==> src/hw/dpf_pkg.sv <==
// Package: register map, field positions, reset values and carriers for the pin function block
package dpf_pkg;

  // Number of digital I/O pins
  localparam int unsigned PIN_COUNT = 12;

  // Configuration bank subaddresses
  localparam logic [7:0] SUB_DRIVER_EN = 8'h01;  // Per-pin output driver enables
  localparam logic [7:0] SUB_ROLE_SEL  = 8'h02;  // Per-pin GPIO / alternate role
  localparam logic [7:0] SUB_GENERAL   = 8'h08;  // Reference, polarity, pull-down mode

  // Reset values: the whole configuration bank powers up cleared
  localparam logic [15:0] DRIVER_EN_RESET = 16'h0000;
  localparam logic [15:0] ROLE_SEL_RESET  = 16'h0000;
  localparam logic [15:0] GENERAL_RESET   = 16'h0000;

  // Pin indices of the dual-use pins
  localparam int unsigned PIN_LIMIT_A  = 0;  // Limit flag output A
  localparam int unsigned PIN_LIMIT_B  = 1;  // Limit flag output B
  localparam int unsigned PIN_DAC_OFFA = 2;  // DAC-off input A
  localparam int unsigned PIN_LOAD     = 3;  // DAC load strobe input
  localparam int unsigned PIN_DAC_OFFB = 4;  // DAC-off input B
  localparam int unsigned PIN_BUSY     = 6;  // Conversion busy output

  // Field positions in the general settings register
  localparam int unsigned GEN_MODE_LSB = 1;  // DAC-off pull-down mode, two bits
  localparam int unsigned GEN_POL_A    = 4;  // Limit flag A polarity
  localparam int unsigned GEN_POL_B    = 5;  // Limit flag B polarity
  localparam int unsigned GEN_EXT_REF  = 8;  // External reference select

  // DAC-off pull-down mode encodings
  localparam logic [1:0] MODE_BOTH  = 2'h0;  // Both resistors in parallel
  localparam logic [1:0] MODE_LARGE = 2'h1;  // Large resistor only
  // Codes 2 and 3 both give the small resistor only

  // Read answer for an unmapped subaddress
  localparam logic [15:0] UNMAPPED_READ = 16'h0000;

  // Register access request from the serial front end
  typedef struct packed {
    logic        wr;     // Write strobe, one cycle
    logic        rd;     // Read strobe, one cycle
    logic [7:0]  sub;    // Subaddress within the configuration bank
    logic [15:0] wdata;  // Write data
  } dpf_cfg_req_t;

  // Pull-down controls for the two DAC-off pins
  typedef struct packed {
    logic pd_small_a;  // Small resistor on input A
    logic pd_large_a;  // Large resistor on input A
    logic pd_small_b;  // Small resistor on input B
    logic pd_large_b;  // Large resistor on input B
  } dpf_pulldown_t;

endpackage

==> src/hw/dpf_pin_function.sv <==
// Pin function configuration: three subregisters, role muxing and alternate functions
`timescale 1ns/1ps
module dpf_pin_function (
  input  wire logic                   core_clk,
  input  wire logic                   rst_n,
  input  wire dpf_pkg::dpf_cfg_req_t  cfg_req,         // Register access request
  output logic [15:0]                 cfg_rdata,       // Read data
  output logic                        cfg_rvalid,      // Read data valid, one cycle
  input  wire logic [11:0]            pin_in,          // Raw pad levels
  output logic [11:0]                 pin_out,         // Pad output values
  output logic [11:0]                 pin_oe,          // Pad output enables
  input  wire logic [11:0]            gpio_data,       // GPIO data register bits
  output logic [11:0]                 gpio_level,      // Synchronised pad levels
  input  wire logic                   adc_busy,        // Conversion in progress
  input  wire logic                   limit_a_raw,     // Limit event A, active high
  input  wire logic                   limit_b_raw,     // Limit event B, active high
  output logic                        dac_load_strobe, // Load strobe from pin 3
  output logic                        dac_off_input_a, // DAC-off request from pin 2
  output logic                        dac_off_input_b, // DAC-off request from pin 4
  output dpf_pkg::dpf_pulldown_t      dac_off_pd,      // Pull-down selects
  output logic                        ext_ref_sel      // 1 = external reference
);

  logic [15:0] drv_q;      // Driver enable subregister
  logic [15:0] role_q;     // Role select subregister
  logic [15:0] gen_q;      // General settings subregister
  logic [11:0] alt_out;    // Alternate output values per pin
  logic [11:0] alt_in;     // Alternate input levels per pin
  logic [1:0]  mode;       // DAC-off pull-down mode field
  logic        wr_drv;     // Write strobe to driver subregister
  logic        wr_role;    // Write strobe to role subregister
  logic        wr_gen;     // Write strobe to general subregister
  logic        lim_a_pin;  // Limit flag A after polarity
  logic        lim_b_pin;  // Limit flag B after polarity
  dpf_pkg::dpf_pulldown_t pd_d;  // Next pull-down selects

  // Subaddress decode
  assign wr_drv  = cfg_req.wr && (cfg_req.sub == dpf_pkg::SUB_DRIVER_EN);
  assign wr_role = cfg_req.wr && (cfg_req.sub == dpf_pkg::SUB_ROLE_SEL);
  assign wr_gen  = cfg_req.wr && (cfg_req.sub == dpf_pkg::SUB_GENERAL);

  // Driver enable subregister; all 16 bits stored
  always_ff @(posedge core_clk or negedge rst_n) begin
    if (!rst_n) begin
      drv_q <= dpf_pkg::DRIVER_EN_RESET;
    end else if (wr_drv) begin
      drv_q <= cfg_req.wdata;
    end
  end

  // Role select subregister; reset puts dual pins in alternate role
  always_ff @(posedge core_clk or negedge rst_n) begin
    if (!rst_n) begin
      role_q <= dpf_pkg::ROLE_SEL_RESET;
    end else if (wr_role) begin
      role_q <= cfg_req.wdata;
    end
  end

  // General settings subregister
  always_ff @(posedge core_clk or negedge rst_n) begin
    if (!rst_n) begin
      gen_q <= dpf_pkg::GENERAL_RESET;
    end else if (wr_gen) begin
      gen_q <= cfg_req.wdata;
    end
  end

  // Read port: one cycle after the strobe, unmapped reads return zero
  always_ff @(posedge core_clk or negedge rst_n) begin
    if (!rst_n) begin
      cfg_rdata  <= 16'h0000;
      cfg_rvalid <= 1'b0;
    end else begin
      cfg_rvalid <= cfg_req.rd;
      if (cfg_req.rd) begin
        case (cfg_req.sub)
          dpf_pkg::SUB_DRIVER_EN: cfg_rdata <= drv_q;
          dpf_pkg::SUB_ROLE_SEL:  cfg_rdata <= role_q;
          dpf_pkg::SUB_GENERAL:   cfg_rdata <= gen_q;
          default:                cfg_rdata <= dpf_pkg::UNMAPPED_READ;
        endcase
      end
    end
  end

  // Limit flag polarity: 0 gives active low, 1 active high
  assign lim_a_pin = gen_q[dpf_pkg::GEN_POL_A] ? limit_a_raw : !limit_a_raw;
  assign lim_b_pin = gen_q[dpf_pkg::GEN_POL_B] ? limit_b_raw : !limit_b_raw;

  // Alternate output sources for the three output-capable dual pins
  always_comb begin
    alt_out                       = 12'h000;
    alt_out[dpf_pkg::PIN_LIMIT_A] = lim_a_pin;
    alt_out[dpf_pkg::PIN_LIMIT_B] = lim_b_pin;
    alt_out[dpf_pkg::PIN_BUSY]    = adc_busy;
  end

  // One cell per pin; role bits of single-function pins are expected set
  for (genvar i = 0; i < dpf_pkg::PIN_COUNT; i++) begin : g_pin
    dpf_pin_cell #(
      .ALT_OUT(i == dpf_pkg::PIN_LIMIT_A || i == dpf_pkg::PIN_LIMIT_B ||
               i == dpf_pkg::PIN_BUSY),
      .ALT_IN (i == dpf_pkg::PIN_DAC_OFFA || i == dpf_pkg::PIN_LOAD ||
               i == dpf_pkg::PIN_DAC_OFFB)
    ) u_cell (
      .core_clk (core_clk),
      .rst_n    (rst_n),
      .pin_in   (pin_in[i]),
      .role_gpio(role_q[i]),
      .drv_en   (drv_q[i]),
      .gpio_val (gpio_data[i]),
      .alt_val  (alt_out[i]),
      .pin_out  (pin_out[i]),
      .pin_oe   (pin_oe[i]),
      .pin_level(gpio_level[i]),
      .alt_in   (alt_in[i])
    );
  end

  // Alternate inputs, held low while their pin is in GPIO role
  assign dac_off_input_a = alt_in[dpf_pkg::PIN_DAC_OFFA];
  assign dac_load_strobe = alt_in[dpf_pkg::PIN_LOAD];
  assign dac_off_input_b = alt_in[dpf_pkg::PIN_DAC_OFFB];

  // Reference select straight from the stored bit
  assign ext_ref_sel = gen_q[dpf_pkg::GEN_EXT_REF];

  assign mode = gen_q[dpf_pkg::GEN_MODE_LSB +: 2];

  // Pull-down decode, applied only to pins in DAC-off role
  always_comb begin
    pd_d = '0;
    if (!role_q[dpf_pkg::PIN_DAC_OFFA]) begin
      pd_d.pd_small_a = (mode != dpf_pkg::MODE_LARGE);
      pd_d.pd_large_a = (mode == dpf_pkg::MODE_BOTH) || (mode == dpf_pkg::MODE_LARGE);
    end
    if (!role_q[dpf_pkg::PIN_DAC_OFFB]) begin
      pd_d.pd_small_b = (mode != dpf_pkg::MODE_LARGE);
      pd_d.pd_large_b = (mode == dpf_pkg::MODE_BOTH) || (mode == dpf_pkg::MODE_LARGE);
    end
  end

  // Registered pull-down selects
  always_ff @(posedge core_clk or negedge rst_n) begin
    if (!rst_n) begin
      dac_off_pd <= '0;
    end else begin
      dac_off_pd <= pd_d;
    end
  end
endmodule

==> src/hw/dpf_pin_cell.sv <==
// One digital I/O pin: input synchroniser, role mux and output driver control
`timescale 1ns/1ps
module dpf_pin_cell #(
  parameter bit ALT_OUT = 1'b0,  // Alternate role drives the pin
  parameter bit ALT_IN  = 1'b0   // Alternate role reads the pin
) (
  input  wire logic core_clk,
  input  wire logic rst_n,
  input  wire logic pin_in,     // Raw pad level, asynchronous
  input  wire logic role_gpio,  // 1 = GPIO role, 0 = alternate role
  input  wire logic drv_en,     // Output driver enable bit
  input  wire logic gpio_val,   // GPIO data bit
  input  wire logic alt_val,    // Alternate function output value
  output logic      pin_out,    // Registered pad output value
  output logic      pin_oe,     // Registered pad output enable
  output logic      pin_level,  // Synchronised pad level
  output logic      alt_in      // Synchronised level for the alternate input
);

  logic meta_q;  // First synchroniser stage, read only by sync_q
  logic sync_q;  // Second synchroniser stage
  logic alt_sel; // Alternate role active

  assign alt_sel = !role_gpio;

  // Two-flop synchroniser for the pad level
  always_ff @(posedge core_clk or negedge rst_n) begin
    if (!rst_n) begin
      meta_q <= 1'b0;
      sync_q <= 1'b0;
    end else begin
      meta_q <= pin_in;
      sync_q <= meta_q;
    end
  end

  // Output value: alternate source or GPIO data
  always_ff @(posedge core_clk or negedge rst_n) begin
    if (!rst_n) begin
      pin_out <= 1'b0;
    end else if (ALT_OUT && alt_sel) begin
      pin_out <= alt_val;
    end else begin
      pin_out <= gpio_val;
    end
  end

  // Driver follows its enable bit, but an alternate input never drives
  always_ff @(posedge core_clk or negedge rst_n) begin
    if (!rst_n) begin
      pin_oe <= 1'b0;
    end else begin
      pin_oe <= drv_en && !(ALT_IN && alt_sel);
    end
  end

  assign pin_level = sync_q;
  // Alternate input is held low while the pin is in its GPIO role
  assign alt_in    = ALT_IN && alt_sel && sync_q;

endmodule

==> config.mk <==
export PLATFORM = sky130hd
export DESIGN_NAME = dpf_pin_function
export DESIGN_NICKNAME = d
export VERILOG_FILES = /design/src/hw/dpf_pkg.sv /design/src/hw/dpf_pin_function.sv /design/src/hw/dpf_pin_cell.sv
export SDC_FILE = /design/constraint.sdc
export NUM_CORES = 1
export LEC_CHECK = 0
export BUFFER_PORTS_ARGS = -buffer_cell sky130_fd_sc_hd__buf_2
export CAP_MARGIN = 5
export CORE_ASPECT_RATIO = 1.75
export CORE_UTILIZATION = 45
export DETAILED_ROUTE_END_ITERATION = 7
export PLACE_DENSITY_LB_ADDON = 0.2
export SLEW_MARGIN = 20
export SYNTH_ARGS = -nofsm -noshare
export SYNTH_HDL_FRONTEND = slang
export SYNTH_HIERARCHICAL = 1
export SYNTH_SLANG_ARGS = --single-unit
==> constraint.sdc <==
create_clock -name core_clk -period 1.25 [get_ports core_clk]
set_input_delay 0.25 -clock core_clk [delete_from_list [all_inputs] [get_ports core_clk]]
set_output_delay 0.25 -clock core_clk [all_outputs]
set_load 0.03 [all_outputs]
==> flow_summary_export.csv <==
group,metric,value,unit
run_status,outcome,"finished, violations left",
run_status,violations,"setup timing",
power_and_ir_drop,internal-power,7.29,mW
sta,clock.fmax,663,MHz
global_route,overflow,0,
worst_hold_path,worst_hold_path_type,"in2reg",
power_and_ir_drop,combPwrFrac,8.4,%
finish,syn2layout_area_growth,48.0,%
route,route.detailed.drc,0,
clocking,clkSinkCount,117,
power_and_ir_drop,switching_share,22.4,%
power_and_ir_drop,p_per_area,1480,nW/µm²
synth,syn_avg_cell_area,15.5,µm²
route,wl,9750,µm
placed_design,routabilityCongestion,0.828,
floorplan,io_pins,116,
setup_path,critPathKind,"in2reg",
route,antenna_left,0,
global_route,track_usage,21.8,%
floorplan,start_util,46.8,%
setup_path,crit_path_max_fanout,9,
synth,postSynthNetCount,332,
global_route,grt_pass1_wl,15300,µm
global_route,grt_max_degree,40,
finish,layout.nets,508,
placed_design,hpwl,6270,µm
finish,diodes,0,
setup_path,cp.required,1.54,ns
sta,fin_skew,0.00888,ns
route,vias_per_cell,4.96,
finish,drive_gt1_share,56.6,%
placed_design,place_area,5210,µm²
floorplan,die_x,75.8,µm
setup_path,end_kind,"flop",
clocking,clk_pin_slew,0.05,ns
finish,final_common_cell,"dfrtp_1",
setup_path,worst_path_most_repeated_cell,"buf_6",
finish,fin_util,69.3,%
setup_path,worstPathCellList,"buf_6 > or4_4 > nor2_4 > and4b_1 > buf_6 > mux2_2",
floorplan,core_area,9150,µm²
power_and_ir_drop,leakagePower,3.14,nW
floorplan,rows,46,
clocking,cts_max_path_buffers,2,
run,drv_cap,0,
power_and_ir_drop,p_sw,2.10,mW
finish,final_cell_mix,"dfrtp_1, buf_2, mux2_4",
floorplan,die_y,131,µm
sta,fin_ws,-0.258,ns
clocking,htree_levels,4,
finish,final_area,6340,µm²
power_and_ir_drop,seqPwrFrac,43.0,%
global_route,antenna_found_initial,0,
sta,grt_setup_unrepaired,"true",
power_and_ir_drop,vdd_drop_max,1030,µV
placed_design,portBuffers,115,
setup_path,start_kind,"input port",
sta,min_period_over_period,121,%
clocking,cts_root_buffer,"clkbuf_16",
route,wl_per_cell,16.7,µm
setup_path,arrival,1.80,ns
sta,maxSlewViolCount,0,
route,first_pass_iters,4,
clocking,clock_latency,0.41,ns
route,vias,2902,
clocking,numCtsBuffers,17,
synth,syn-cell-area,4280,µm²
synth,ys_warn_count,6,
sta,worst_pin_slew,0.614,ns
floorplan,die-area,9930,µm²
sta,fin_crit,1.51,ns
clocking,tritoncts,"built",
sta,setup_viol,51,
setup_path,critPathSlowestCell,"or4_4",
synth,netlist_instances,277,
route,drtIter0Drc,145,
sta,slew_headroom,58.9,%
global_route,grt_pass1_vias,3030,
power_and_ir_drop,p_clk_share,48.6,%
setup_path,slowest_delay,0.56,ns
sta,hold_violations,0,
-- state kept, by name (all words and copies together) (netlist names) --
register,cells
drv_q,16
g_pin.u_cell/meta_q,12
cfg_rdata,16
role_q,16
g_pin.u_cell/pin_level,12
dac_off_pd,4
g_pin.u_cell/pin_out,12
cfg_rvalid,1
g_pin.u_cell/pin_oe,12
gen_q,16
-- through the flow --
step | hold slack (ns) | power, mW | cells | setup TNS [ns] | setup WS [ns]
global route | 0.0672 | 9.75 | 585 | -11.72 | -0.274
floorplan | -0.0456 | 4.43 | 277 | -26.09 | -0.553
CTS | 0.0607 | 9.48 | 580 | -9.55 | -0.247
global placement | 0.171 | 4.76 | 523 | -36.01 | -0.639
finish | 0.0748 | 9.39 | 585 | -10.21 | -0.258
detailed placement | 0.168 | 4.78 | 523 | -38.45 | -0.689
-- power by group through the flow --
stage          registers [mW]  logic [mW]  clock network (mW)
2_1_floorplan            4.23       0.195                   0
5_1_grt                  4.05       0.859                4.83
3_5_place_dp             4.10       0.682                   0
4_1_cts                  4.03       0.779                4.67
6_report                 4.04       0.791                4.56
3_3_place_gp             4.09       0.670                   0
-- cell type report --
| cell class | instances | area [µm²] |
|---|---|---|
| multi-input combinational | 129 | 1430 |
| clock inverter | 8 | 73.8 |
| fill | 655 | 2810 |
| tap | 120 | 150 |
| inverter | 17 | 63.8 |
| timing repair buffer | 171 | 1200 |
| clock buffer | 23 | 498 |
| sequential | 117 | 2930 |
-- per-layer routing --
layer  wire length (µm)  part of all wire [%]  up-vias  GRT usage [%]
met5                  0                     0        -              0
met3                473                   4.9       10           6.57
met4                128                   1.3        0           10.2
li1                   -                     -     1333              -
met1               3870                    40     1457           25.4
met2               5280                    54      102           36.1
-- critical path, delay by kind of cell --
family        cells  cell delay (ns)
mux               1             0.34
buf+inv           2             0.26
simple gates      3             0.93
-- what timing repair did --
| action | CTS | global route |
|---|---|---|
| gates cloned | 0 | 0 |
| endpoints found under the hold margin | 40 | 0 |
| setup endpoints to repair | 64 | 73 |
| buffers inserted | 5 | 6 |
| pin swaps | 1 | 1 |
| gates resized for setup | 33 | 36 |
| hold buffers | 22 | 0 |
-- worst paths after layout --
check,from,to,slack (ns),cells past startpoint
worst max register to register,role_q[2]$_DFFE_PN0P_,cfg_rdata[2]$_DFFE_PN0P_,0.02,5
max in group asynchronous,rst_n,cfg_rdata[4]$_DFFE_PN0P_,0.47,3
worst max-delay path,cfg_req[18],gen_q[11]$_DFFE_PN0P_,-0.26,6
worst min-delay path,adc_busy,g_pin[6].u_cell/pin_out$_DFF_PN0_,0.07,2
min in group asynchronous,rst_n,g_pin[0].u_cell/pin_level$_DFF_PN0_,0.28,2
worst min register to register,g_pin[6].u_cell/meta_q$_DFF_PN0_,g_pin[6].u_cell/pin_level$_DFF_PN0_,0.35,0
Note: power is estimated with default switching activity, not from simulation.
